## src/common/pdio_regs.svh

```systemverilog
// Register offsets, field positions, reset values and timing counts
`ifndef PDIO_REGS_SVH
`define PDIO_REGS_SVH
`define PDIO_CLK_HZ 25000000
`define PDIO_MIN_LOW_NS 30000
`define PDIO_MIN_LOW_CYC ((`PDIO_MIN_LOW_NS * 25 + 999) / 1000)
`define PDIO_ADDR_CFG1 8'h00
`define PDIO_ADDR_CFG2 8'h04
`define PDIO_ADDR_PER1 8'h08
`define PDIO_ADDR_DUTY1 8'h0C
`define PDIO_ADDR_PER2 8'h10
`define PDIO_ADDR_DUTY2 8'h14
`define PDIO_ADDR_STAT 8'h18
`define PDIO_ADDR_IRQ 8'h1C
`define PDIO_ADDR_MASK 8'h20
`define PDIO_CFG_MODE_LSB 0
`define PDIO_CFG_INV_BIT 2
`define PDIO_CFG_VAL_BIT 3
`define PDIO_CFG_RST 32'h00000000
`define PDIO_PER_RST 32'h000003E8
`define PDIO_DUTY_RST 32'h00000064
`define PDIO_IRQ_CLR_BIT 0
`define PDIO_IRQ_PULSE_BIT 1
`define PDIO_IRQ_IN1_BIT 2
`define PDIO_IRQ_IN2_BIT 3
`endif

```

## src/common/pdio_pkg.sv

```systemverilog
// Types shared by the digital port pin logic
package pdio_pkg;
    typedef enum logic [1:0] {
        PDIO_MODE_SPECIAL,
        PDIO_MODE_INPUT,
        PDIO_MODE_OUTPUT,
        PDIO_MODE_PWM
    } pdio_mode_type;
endpackage

```

## src/hdl/pdio_pwm.sv

```systemverilog
// PWM generator with programmable period and low time
module pdio_pwm (
    input wire logic ref_clk,
    input wire logic sys_rst,
    input wire logic [31:0] period,
    input wire logic [31:0] duty,
    output logic active
);
    logic [31:0] count;
    logic [31:0] next_count;
    logic next_active;

    always_comb begin
        next_count = count + 32'h00000001;
        if (count + 32'h00000001 >= period) begin
            next_count = 32'h00000000;
        end
        next_active = (next_count < duty);
    end

    always_ff @(posedge ref_clk) begin
        if (sys_rst) begin
            count <= 32'h00000000;
            active <= 1'b0;
        end else begin
            count <= next_count;
            active <= next_active;
        end
    end
endmodule

```

## src/hdl/pdio_pulse_rx.sv

```systemverilog
// Measures low time of the incoming level and flags a valid pulse
`include "pdio_regs.svh"
module pdio_pulse_rx (
    input wire logic ref_clk,
    input wire logic sys_rst,
    input wire logic enable,
    input wire logic active_low_seen,
    output logic pulse_valid
);
    localparam int MIN_CYC = `PDIO_MIN_LOW_CYC;
    logic [15:0] low_count;
    logic [15:0] next_low_count;
    logic next_pulse_valid;

    always_comb begin
        next_low_count = 16'h0000;
        next_pulse_valid = 1'b0;
        if (enable && active_low_seen) begin
            next_low_count = low_count;
            if (low_count < 16'(MIN_CYC)) begin
                next_low_count = low_count + 16'h0001;
            end
        end else if (enable && low_count >= 16'(MIN_CYC)) begin
            // Pulse counted on return to high, shorter lows dropped
            next_pulse_valid = 1'b1;
        end
    end

    always_ff @(posedge ref_clk) begin
        if (sys_rst) begin
            low_count <= 16'h0000;
            pulse_valid <= 1'b0;
        end else begin
            low_count <= next_low_count;
            pulse_valid <= next_pulse_valid;
        end
    end
endmodule

```

## src/hdl/pdio_top.sv

```systemverilog
// Digital port pins one and two with AXI4-Lite register access
// Notes on behaviour
// - Invert setting complements each pin's levels
// - Valid pulse on pin one clears protection
// - Pulse out when output turns on, unless protection is active
// - Pin one both receives and sends pulses
// - Static output true drives low level
// - Pulses go high, low, then high
// - Status pin high normally, low in protection
//
// Register access over AXI4-Lite and the register addresses are this design's own decisions.
`include "pdio_regs.svh"
module pdio_top (
    input wire logic ref_clk,
    input wire logic sys_rst,
    input wire logic [7:0] s_axi_awaddr,
    input wire logic s_axi_awvalid,
    output logic s_axi_awready,
    input wire logic [31:0] s_axi_wdata,
    input wire logic [3:0] s_axi_wstrb,
    input wire logic s_axi_wvalid,
    output logic s_axi_wready,
    output logic [1:0] s_axi_bresp,
    output logic s_axi_bvalid,
    input wire logic s_axi_bready,
    input wire logic [7:0] s_axi_araddr,
    input wire logic s_axi_arvalid,
    output logic s_axi_arready,
    output logic [31:0] s_axi_rdata,
    output logic [1:0] s_axi_rresp,
    output logic s_axi_rvalid,
    input wire logic s_axi_rready,
    input wire logic protection_active,
    input wire logic output_switch_on,
    output logic protection_clear,
    input wire logic [1:0] pin_in,
    output logic [1:0] pin_out,
    output logic [1:0] pin_oe,
    output logic irq
);
    import pdio_pkg::*;
    localparam int MIN_CYC = `PDIO_MIN_LOW_CYC;

    logic [31:0] cfg [2];
    logic [31:0] per [2];
    logic [31:0] duty [2];
    logic [3:0] irq_stat;
    logic [3:0] irq_mask;
    logic [7:0] awaddr_q;
    logic aw_held;
    logic [31:0] wdata_q;
    logic [3:0] wstrb_q;
    logic w_held;
    logic [1:0] in_level;
    logic [1:0] in_level_d;
    logic [1:0] pwm_act;
    logic rx_valid;
    logic sw_d;
    logic [15:0] tx_count;
    logic [31:0] next_cfg [2];
    logic [31:0] next_per [2];
    logic [31:0] next_duty [2];
    logic [3:0] next_irq_stat;
    logic [3:0] next_irq_mask;
    logic [7:0] next_awaddr_q;
    logic next_aw_held;
    logic [31:0] next_wdata_q;
    logic [3:0] next_wstrb_q;
    logic next_w_held;
    logic next_bvalid;
    logic next_rvalid;
    logic [31:0] next_rdata;
    logic [1:0] next_rresp;
    logic [1:0] next_bresp;
    logic [1:0] next_in_level;
    logic [15:0] next_tx_count;
    logic next_sw_d;
    logic next_protection_clear;
    logic [1:0] active;
    logic [1:0] next_pin_out;
    logic [1:0] next_pin_oe;
    logic do_write;
    logic clear_pulse;
    logic emit;

    function automatic pdio_mode_type mode_of(input logic [31:0] c);
        mode_of = pdio_mode_type'(c[`PDIO_CFG_MODE_LSB +: 2]);
    endfunction

    function automatic logic [31:0] merge(input logic [31:0] old,
                                          input logic [31:0] wd,
                                          input logic [3:0] st);
        merge = old;
        for (int b = 0; b < 4; b++) begin
            if (st[b]) begin
                merge[8*b +: 8] = wd[8*b +: 8];
            end
        end
    endfunction

    genvar gi;
    generate
        for (gi = 0; gi < 2; gi++) begin : g_pwm
            pdio_pwm u_pwm (
                .ref_clk(ref_clk),
                .sys_rst(sys_rst),
                .period(per[gi]),
                .duty(duty[gi]),
                .active(pwm_act[gi])
            );
        end
    endgenerate

    pdio_pulse_rx u_rx (
        .ref_clk(ref_clk),
        .sys_rst(sys_rst),
        .enable(mode_of(cfg[0]) == PDIO_MODE_SPECIAL && tx_count == 16'h0000),
        .active_low_seen(in_level[0]),
        .pulse_valid(rx_valid)
    );

    assign s_axi_awready = !aw_held && !s_axi_bvalid;
    assign s_axi_wready = !w_held && !s_axi_bvalid;
    assign s_axi_arready = !s_axi_rvalid;
    assign do_write = aw_held && w_held && !s_axi_bvalid;
    assign irq = |(irq_stat & irq_mask);
    assign clear_pulse = rx_valid && protection_active;
    assign emit = output_switch_on && !sw_d && !protection_active;

    // Pin logic: active level is low at the pin under normal polarity
    always_comb begin
        for (int p = 0; p < 2; p++) begin
            // Sampled level, true when pin is low (non inverted)
            next_in_level[p] = !pin_in[p] ^ cfg[p][`PDIO_CFG_INV_BIT];
            case (mode_of(cfg[p]))
                PDIO_MODE_SPECIAL: begin
                    if (p == 0) begin
                        active[p] = tx_count != 16'h0000;
                    end else begin
                        active[p] = protection_active;
                    end
                end
                PDIO_MODE_INPUT: active[p] = 1'b0;
                PDIO_MODE_OUTPUT: begin
                    active[p] = cfg[p][`PDIO_CFG_VAL_BIT];
                end
                PDIO_MODE_PWM: active[p] = pwm_act[p];
                default: active[p] = 1'b0;
            endcase
            next_pin_out[p] = !active[p] ^ cfg[p][`PDIO_CFG_INV_BIT];
            next_pin_oe[p] = mode_of(cfg[p]) != PDIO_MODE_INPUT;
        end
        // Pin one releases the line between emitted pulses to listen
        if (mode_of(cfg[0]) == PDIO_MODE_SPECIAL) begin
            next_pin_oe[0] = tx_count != 16'h0000;
        end
        next_sw_d = output_switch_on;
        next_protection_clear = clear_pulse;
        next_tx_count = tx_count;
        if (tx_count != 16'h0000) begin
            next_tx_count = tx_count - 16'h0001;
        end else if (emit && mode_of(cfg[0]) == PDIO_MODE_SPECIAL) begin
            next_tx_count = 16'(MIN_CYC) + 16'h0001;
        end
    end

    // Register file and AXI4-Lite handshakes
    always_comb begin
        next_cfg = cfg;
        next_per = per;
        next_duty = duty;
        next_irq_mask = irq_mask;
        next_irq_stat = irq_stat;
        next_awaddr_q = awaddr_q;
        next_aw_held = aw_held;
        next_wdata_q = wdata_q;
        next_wstrb_q = wstrb_q;
        next_w_held = w_held;
        next_bvalid = s_axi_bvalid && !s_axi_bready;
        next_bresp = s_axi_bresp;
        next_rvalid = s_axi_rvalid && !s_axi_rready;
        next_rdata = s_axi_rdata;
        next_rresp = s_axi_rresp;
        if (s_axi_awvalid && s_axi_awready) begin
            next_awaddr_q = s_axi_awaddr;
            next_aw_held = 1'b1;
        end
        if (s_axi_wvalid && s_axi_wready) begin
            next_wdata_q = s_axi_wdata;
            next_wstrb_q = s_axi_wstrb;
            next_w_held = 1'b1;
        end
        if (do_write) begin
            next_aw_held = 1'b0;
            next_w_held = 1'b0;
            next_bvalid = 1'b1;
            next_bresp = 2'h0;
            case (awaddr_q)
                `PDIO_ADDR_CFG1: next_cfg[0] = merge(cfg[0], wdata_q, wstrb_q);
                `PDIO_ADDR_CFG2: next_cfg[1] = merge(cfg[1], wdata_q, wstrb_q);
                `PDIO_ADDR_PER1: next_per[0] = merge(per[0], wdata_q, wstrb_q);
                `PDIO_ADDR_DUTY1: begin
                    next_duty[0] = merge(duty[0], wdata_q, wstrb_q);
                end
                `PDIO_ADDR_PER2: next_per[1] = merge(per[1], wdata_q, wstrb_q);
                `PDIO_ADDR_DUTY2: begin
                    next_duty[1] = merge(duty[1], wdata_q, wstrb_q);
                end
                `PDIO_ADDR_STAT: ;
                `PDIO_ADDR_IRQ: begin
                    if (wstrb_q[0]) begin
                        next_irq_stat = irq_stat & ~wdata_q[3:0];
                    end
                end
                `PDIO_ADDR_MASK: begin
                    if (wstrb_q[0]) begin
                        next_irq_mask = wdata_q[3:0];
                    end
                end
                default: next_bresp = 2'h2;
            endcase
        end
        // Events set after the clear so a coincident event wins
        if (clear_pulse) begin
            next_irq_stat[`PDIO_IRQ_CLR_BIT] = 1'b1;
        end
        if (tx_count == 16'h0000 && next_tx_count != 16'h0000) begin
            next_irq_stat[`PDIO_IRQ_PULSE_BIT] = 1'b1;
        end
        for (int p = 0; p < 2; p++) begin
            if (mode_of(cfg[p]) == PDIO_MODE_INPUT &&
                in_level[p] != in_level_d[p]) begin
                next_irq_stat[`PDIO_IRQ_IN1_BIT + p] = 1'b1;
            end
        end
        if (s_axi_arvalid && s_axi_arready) begin
            next_rvalid = 1'b1;
            next_rresp = 2'h0;
            case (s_axi_araddr)
                `PDIO_ADDR_CFG1: next_rdata = cfg[0];
                `PDIO_ADDR_CFG2: next_rdata = cfg[1];
                `PDIO_ADDR_PER1: next_rdata = per[0];
                `PDIO_ADDR_DUTY1: next_rdata = duty[0];
                `PDIO_ADDR_PER2: next_rdata = per[1];
                `PDIO_ADDR_DUTY2: next_rdata = duty[1];
                `PDIO_ADDR_STAT: begin
                    next_rdata = {28'h0000000, protection_active,
                                  tx_count != 16'h0000, in_level};
                end
                `PDIO_ADDR_IRQ: next_rdata = {28'h0000000, irq_stat};
                `PDIO_ADDR_MASK: next_rdata = {28'h0000000, irq_mask};
                default: begin
                    next_rdata = 32'h00000000;
                    next_rresp = 2'h2;
                end
            endcase
        end
    end

    always_ff @(posedge ref_clk) begin
        if (sys_rst) begin
            cfg[0] <= `PDIO_CFG_RST;
            cfg[1] <= `PDIO_CFG_RST;
            per[0] <= `PDIO_PER_RST;
            per[1] <= `PDIO_PER_RST;
            duty[0] <= `PDIO_DUTY_RST;
            duty[1] <= `PDIO_DUTY_RST;
            irq_stat <= 4'h0;
            irq_mask <= 4'h0;
            awaddr_q <= 8'h00;
            aw_held <= 1'b0;
            wdata_q <= 32'h00000000;
            wstrb_q <= 4'h0;
            w_held <= 1'b0;
            s_axi_bvalid <= 1'b0;
            s_axi_bresp <= 2'h0;
            s_axi_rvalid <= 1'b0;
            s_axi_rdata <= 32'h00000000;
            s_axi_rresp <= 2'h0;
            in_level <= 2'h0;
            in_level_d <= 2'h0;
            tx_count <= 16'h0000;
            sw_d <= 1'b0;
            protection_clear <= 1'b0;
            pin_out <= 2'h3;
            pin_oe <= 2'h0;
        end else begin
            cfg <= next_cfg;
            per <= next_per;
            duty <= next_duty;
            irq_stat <= next_irq_stat;
            irq_mask <= next_irq_mask;
            awaddr_q <= next_awaddr_q;
            aw_held <= next_aw_held;
            wdata_q <= next_wdata_q;
            wstrb_q <= next_wstrb_q;
            w_held <= next_w_held;
            s_axi_bvalid <= next_bvalid;
            s_axi_bresp <= next_bresp;
            s_axi_rvalid <= next_rvalid;
            s_axi_rdata <= next_rdata;
            s_axi_rresp <= next_rresp;
            in_level <= next_in_level;
            in_level_d <= in_level;
            tx_count <= next_tx_count;
            sw_d <= next_sw_d;
            protection_clear <= next_protection_clear;
            pin_out <= next_pin_out;
            pin_oe <= next_pin_oe;
        end
    end
endmodule

```

## config.mk

```make
export PLATFORM = sky130hd
export DESIGN_NAME = pdio_top
export DESIGN_NICKNAME = d
export VERILOG_FILES = /design/src/common/pdio_pkg.sv /design/src/hdl/pdio_pwm.sv /design/src/hdl/pdio_pulse_rx.sv /design/src/hdl/pdio_top.sv
export VERILOG_INCLUDE_DIRS = /design/src /design/src/common
export SDC_FILE = /design/constraint.sdc
export NUM_CORES = 1
export LEC_CHECK = 0
export BUFFER_PORTS_ARGS = -buffer_cell sky130_fd_sc_hd__buf_2
export CORE_MARGIN = 2
export CORE_UTILIZATION = 35
export DETAILED_ROUTE_END_ITERATION = 16
export SYNTH_ARGS = -nofsm -noshare
export SYNTH_HDL_FRONTEND = slang
export SYNTH_SLANG_ARGS = --single-unit
```

## constraint.sdc

```tcl
create_clock -name ref_clk -period 5.98 [get_ports ref_clk]
set_input_delay 1.196 -clock ref_clk [delete_from_list [all_inputs] [get_ports ref_clk]]
set_output_delay 1.196 -clock ref_clk [all_outputs]
set_load 0.01 [all_outputs]
```

==> results of run 1 <==
## what timing repair did
action,CTS,global route
buffers inserted,0,3
gates resized for setup,0,2
endpoints found under the setup margin,0,2
## final timing paths
path | startpoint | endpoint | slack (ns) | depth (start not counted)
setup / recovery | g_pwm[1].u_pwm.count[0] | g_pwm[1].u_pwm.active | 0.49 | 20
setup reg to reg | g_pwm[1].u_pwm.count[0] | g_pwm[1].u_pwm.active | 0.49 | 20
hold reg to reg | cfg[15] | cfg[15] | 0.46 | 2
hold / removal | cfg[15] | cfg[15] | 0.46 | 2
## state kept, by name, summed over array words and instances (netlist names), 2 cells and up
register and count:
pin_out 2, wstrb_q 4, irq_stat 4, s_axi_rdata 32
tx_count 16, in_level 2, duty 64, pin_oe 2
in_level_d 2, g_pwm.u_pwm.count 64, awaddr_q 8, u_rx.low_count 16
irq_mask 4, cfg 64, per 64, wdata_q 32
g_pwm.u_pwm.active 2
## tightest hold or removal path, stage by stage, from the launching register on
cell     delay, ns
dfxtp_1       0.31
nand2_1       0.05
a21oi_1       0.05
## cells in the final DEF, fill, tap and decap left out, types with 33 or more instances in the layout
master | Yosys | final
dfxtp_1 | 391 | 391
nand2_1 | 341 | 341
a21oi_1 | 267 | 266
inv_1 | 209 | 209
nand3_1 | 199 | 199
nor3_1 | 156 | 155
nor2_1 | 145 | 141
ha_1 | 131 | 131
buf_2 | 2 | 106
a22oi_1 | 62 | 62
clkbuf_16 | 0 | 44
xnor2_1 | 40 | 40
xor2_1 | 37 | 37
buf_4 | 2 | 35
o21ai_0 | 34 | 34
nand4_1 | 33 | 33
## area by class of cell
class | instances | area share [%]
clock buffer | 65 | 5.75
tap | 756 | 4.15
inverter | 209 | 3.45
clock inverter | 14 | 0.604
multi-input combinational | 1783 | 47.8
sequential | 391 | 34.4
timing repair buffer | 146 | 3.86
## logic make-up after synthesis
| logic type | after synthesis | synth area share, % |
|---|---|---|
| AOI/OAI and AO/OA | 538 | 17.1 |
| muxes | 31 | 1.57 |
| xor gates and xnor gates | 77 | 3.38 |
| DFF | 391 | 39.2 |
| and+or+nand+nor | 1003 | 23.6 |
| other | 1 | 0.0188 |
| adders and majority gates | 131 | 8.21 |
| buffers and inverters | 362 | 6.89 |
## through the flow
step	instance area (sq um)	worst slack [ns]	utilization [%]
3_3_place_gp	21300	0.363	37.7
5_1_grt	22800	0.00104	40.4
3_5_place_dp	21300	0.317	37.7
4_1_cts	22700	0.284	40.3
6_report	22800	0.491	40.4
2_1_floorplan	20000	0.797	-
## layer usage
layer	global-route usage, %	vias up	routed length, um
met5	0	-	0
met4	6.33	0	1700
met1	27.1	8843	27200
met2	32.5	570	28000
li1	-	8972	-
met3	3.02	106	3770
## report_power, final
part           switching, mW  internal (mW)
combinational          0.482          0.294
sequential             0.126           2.69
clock                   1.12           1.60
total                   1.73           4.59
==> summary.txt, run 1 <==
Setup Crit Path Kind - flop to flop
Yosys top cell by area - dfxtp_1
crit path DAT - 5.95 ns
worst vdd ir - 181 uV
fmax - 182 MHz
vias in the first global route - 17,600
cts hold-fix bufs - 0
antenna-violating nets left - 0
die footprint - 59,000 sq um
final WL - 60.7 mm
share of the synthesized area in the top cell type - 39.2%
gr usage total - 20.0%
RD Place Congestion - 0.919
Reg clk slew, reported paths - 0.06 ns
most frequent cell after synthesis - dfxtp_1
pwr dens - 277 nW/um^2
DRC Markers - 0
Starting Density - 35.4%
Core Footprint - 56,400 sq um
crit path time final - 5.49 ns
syn avg cell area - 7.88 sq um
Hold Fails Final Rpt - 0
Leak - 9.15 nW
Synth Flop Type - dfxtp_1
ranking of synthesized cells by area - dfxtp_1, ha_1, a21oi_1, nand2_1, nand3_1
dpl cells - 3,281
grt ovf - 0
slowest library cell on the worst path - or4_1
Rows - 87
Pre-Repair DR Iteration Count - 6
Final Skew - 0.0161 ns
final period utilization - 91.8%
critical path's top delay family - simple AND/OR/NAND/NOR gates
CP max FO - 21
Worst path most repeated cell - ha_1
IO Port Bufs - 107
slew margin rel. - 16.1%
fin. max-slew vios - 0
Post-layout nets - 2,768
Req. time, crit path - 6.44 ns
Crit path largest cell delay - 0.64 ns
CTS H-tree lvls - 2
setup TNS - 0 ns
status - finished clean
Seq. cell area - 7830 sq um
register area share after synthesis - 39.2%
CTS buffer count - 43
Post-synth EDFFs - 0
Final Power - 6.31 mW
routed wire length per instance - 18.0 um
area of the multi-input gates - 10,900 sq um
I/O pin cnt - 110
Die H - 243 um
Startpoint Class - flop
Yosys reg bits - 391
largest net degree at the start of global routing - 181
Finished Layout Cells - 3,364
share of cells above drive strength 1 - 9.59%
Layout fillers - 5,708
HP Class - flop to flop
via count - 18,500
library cells used by synthesis - 67
Final setup viols - 0
die width - 243 um
Clock Latency Late Sink - 0.58 ns
worst slew pin tran - 1.26 ns
initial DRC count - 1,533
yosys warns - 0
DP HPWL - 43.1 mm
Antenna diodes - 0
Post-Syn Area - 20,000 sq um
Max Root-Sink Buffers - 3
Setup crit end kind - flop
Max-Cap Viols - 0
post-synthesis cell count - 2,534
clock sink count - 391
CP Buf/Inv Count - 2
CTS root buf - clkbuf_16
Via density - 5.50
synthesis-to-finish area growth - 14.1%
top cells by count, synth - dfxtp_1, nand2_1, a21oi_1
final hold slack - 0.457 ns
CP Cell Sequence - ha_1 -> nand2_1 -> or4_1 -> nor2b_1 -> nand4_1 -> xor2_1 -> inv_1 -> ha_1 -> nand4_1 -> nor4_1 -> nand2_1 -> o2111ai_2 -> buf_6 -> nor3_1 -> ha_1 -> nand3_1 -> nor3_1 -> nand3_1 -> or4_1 -> o31a_1
initial antenna violation count - 0
first-pass GRT wire length - 95.9 mm
CTS tree - yes
unrepaired setup endpoints after global routing - false
asr flop ratio synth - 0%
Note: power is estimated with default switching activity, not from simulation.
==> inputs of run 2 (changes only) <==
--- a/config.mk
+++ b/config.mk
@@ -10,6 +10,9 @@
 export CORE_MARGIN = 2
 export CORE_UTILIZATION = 35
 export DETAILED_ROUTE_END_ITERATION = 16
+export MAX_ROUTING_LAYER = met4
+export SETUP_SLACK_MARGIN = 0.02
+export SLEW_MARGIN = 20
 export SYNTH_ARGS = -nofsm -noshare
 export SYNTH_HDL_FRONTEND = slang
 export SYNTH_SLANG_ARGS = --single-unit
==> summary.txt, run 2 (synthesized netlist as in run 1, its figures left out) <==
status - finished clean (unchanged)
FF-to-FF Start - g_pwm[1].u_pwm.count[0] (unchanged)
initial antenna violation count - 0 (unchanged)
Sw Ratio - 26.8% (was 27.3%)
Post-layout nets - 2,767 (was 2,768)
CTS tree - yes (unchanged)
most common cell after layout, fill and taps aside - dfxtp_1 (unchanged)
share of cells above drive strength 1 - 9.75% (was 9.59%)
Setup crit end kind - flop (unchanged)
DP HPWL - 43.0 mm (was 43.1 mm)
grt ovf - 0 (unchanged)
Clock Latency Late Sink - 0.58 ns (about the same)
Seq. cell area - 7830 sq um (unchanged)
vias in the first global route - 17,600 (about the same)
first-pass GRT wire length - 94.7 mm (was 95.9 mm)
Sw Pwr - 1.73 mW (about the same)
worst r2r dst - g_pwm[1].u_pwm.active (unchanged)
Via density - 5.46 (was 5.50)
Pre-Repair DR Iteration Count - 9 (was 6)
Starting Density - 35.4% (unchanged)
synthesis-to-finish area growth - 14.5% (was 14.1%)
CTS buffer count - 42 (was 43)
Startpoint Class - flop (unchanged)
RD Place Congestion - 0.915 (was 0.919)
cts hold-fix bufs - 0 (unchanged)
CTS root buf - clkbuf_16 (unchanged)
fmax - 178 MHz (was 182 MHz)
routed wire length per instance - 17.8 um (was 18.0 um)
Clock power frac - 44.3% (was 43.1%)
final period utilization - 94.0% (was 91.8%)
clock sink count - 391 (unchanged)
via count - 18,400 (was 18,500)
setup TNS - 0 ns (unchanged)
crit path time final - 5.62 ns (was 5.49 ns)
unrepaired setup endpoints after global routing - false (unchanged)
area of the multi-input gates - 10,900 sq um (about the same)
part of the power in registers - 43.7% (was 44.7%)
Hold Startpoint - s_axi_rdata[2] (was cfg[15])
pwr dens - 282 nW/um^2 (was 277 nW/um^2)
largest net degree at the start of global routing - 111 (was 181)
Internal - 4.72 mW (was 4.59 mW)
Rows - 87 (unchanged)
CTS H-tree lvls - 2 (unchanged)
most frequent cells in the layout - dfxtp_1, nand2_1, a21oi_1 (unchanged)
Antenna diodes - 0 (unchanged)
I/O pin cnt - 110 (unchanged)
Layout fillers - 5,717 (was 5,708)
Final Power - 6.45 mW (was 6.31 mW)
fin. max-slew vios - 0 (unchanged)
die footprint - 59,000 sq um (unchanged)
antenna-violating nets left - 0 (unchanged)
DRC Markers - 0 (unchanged)
final WL - 59.9 mm (was 60.7 mm)
Reg2Reg Depth - 22 (was 20)
Max Root-Sink Buffers - 3 (unchanged)
slew margin rel. - 41.6% (was 16.1%)
combinational share of power - 12.0% (was 12.3%)
CP max FO - 7 (was 21)
gr usage total - 20.3% (was 20.0%)
Hold Path End - s_axi_rdata[2] (was cfg[15])
Core Footprint - 56,400 sq um (unchanged)
Max-Cap Viols - 0 (unchanged)
HP Class - flop to flop (unchanged)
worst slew pin tran - 0.876 ns (was 1.26 ns)
DP Area - 21,300 sq um (about the same)
Setup Crit Path Kind - flop to flop (unchanged)
setup slack, reg-to-reg - 0.36 ns (was 0.49 ns)
Req. time, crit path - 6.44 ns (about the same)
initial DRC count - 1,537 (was 1,533)
crit path DAT - 6.09 ns (was 5.95 ns)
Die H - 243 um (unchanged)
Hold Fails Final Rpt - 0 (unchanged)
Reg clk slew, reported paths - 0.07 ns (was 0.06 ns)
die width - 243 um (unchanged)
Final Skew - 0.0229 ns (was 0.0161 ns)
worst vdd ir - 187 uV (was 181 uV)
hold path cells - 2 (unchanged)
IO Port Bufs - 107 (unchanged)
design area - 22,900 sq um (was 22,800 sq um)
Leak - 9.18 nW (was 9.15 nW)
Final setup viols - 0 (unchanged)
-- run 2: worst max-delay path by stage --
stage | depth (start not counted) | startpoint | slack, ns | end
after detailed placement | 20 | g_pwm[1].u_pwm.count[0] | 0.19 | g_pwm[1].u_pwm.active
final | 22 | g_pwm[1].u_pwm.count[0] | 0.36 | g_pwm[1].u_pwm.active
after floorplan | 20 | g_pwm[1].u_pwm.count[0] | 0.80 | g_pwm[1].u_pwm.active
after CTS | 20 | g_pwm[1].u_pwm.count[0] | 0.15 | g_pwm[1].u_pwm.active
after global routing | 22 | g_pwm[1].u_pwm.count[0] | 0.02 | g_pwm[1].u_pwm.active
after global placement | 20 | g_pwm[1].u_pwm.count[0] | 0.23 | g_pwm[1].u_pwm.active
-- run 2: cell type report --
type	instances	share of cell area [%]
Multi-Input combinational cell	1782	47.7
Sequential cell	391	34.2
Clock buffer	61	5.53
Tap cell	756	4.14
Timing Repair Buffer	147	3.84
Inverter	209	3.43
Clock inverter	16	1.16
-- run 2: what timing repair did --
| item | CTS | global route |
|---|---|---|
| setup endpoints to repair | 0 | 1 |
| setup buffers | 0 | 5 |
| gates resized for setup | 0 | 4 |
-- run 2: per-layer routing --
metal | global-route usage, % | vias up | part of all wire (%) | routed length [um]
met4 | 6.96 | 0 | 3.4 | 2010
met5 | - | - | 0 | 0
met2 | 31.6 | 530 | 45 | 27200
li1 | - | 8972 | - | -
met1 | 27.0 | 8770 | 45 | 27100
met3 | 2.73 | 96 | 5.9 | 3560
-- run 2: power by group through the flow --
stage	sequential [mW]	combinational, mW	clock, mW
after floorplan	2.83	0.591	0
after global placement	2.87	0.757	0
after detailed placement	2.87	0.770	0
after CTS	2.81	0.773	2.90
after global routing	2.83	0.866	3.00
final	2.82	0.775	2.85
-- run 2: stage by stage --
step	cells	setup WS, ns	utilization, %	hold WS, ns
2_1_floorplan	2535	0.797	-	0.420
3_3_place_gp	3280	0.231	37.7	0.441
3_5_place_dp	3280	0.188	37.7	0.449
4_1_cts	3357	0.154	40.4	0.458
5_1_grt	3362	0.0168	40.5	0.472
6_report	3362	0.358	40.5	0.454
-- run 2: worst max-delay path, cell delays in order (launching register included) --
cell and delay, ns:
dfxtp_1 0.42, ha_1 0.26, nand2_1 0.11, or4_1 0.64
nor2b_1 0.27, nand4_1 0.18, xor2_2 0.23, inv_1 0.07
ha_1 0.28, nand4_1 0.20, nor4_2 0.37, nand2_1 0.17
a21oi_4 0.31, buf_12 0.16, buf_4 0.11, nor3_1 0.04
ha_1 0.30, nand2_1 0.06, nor4_1 0.29, buf_4 0.18
nand3_1 0.10, or4_1 0.52, o31a_1 0.24
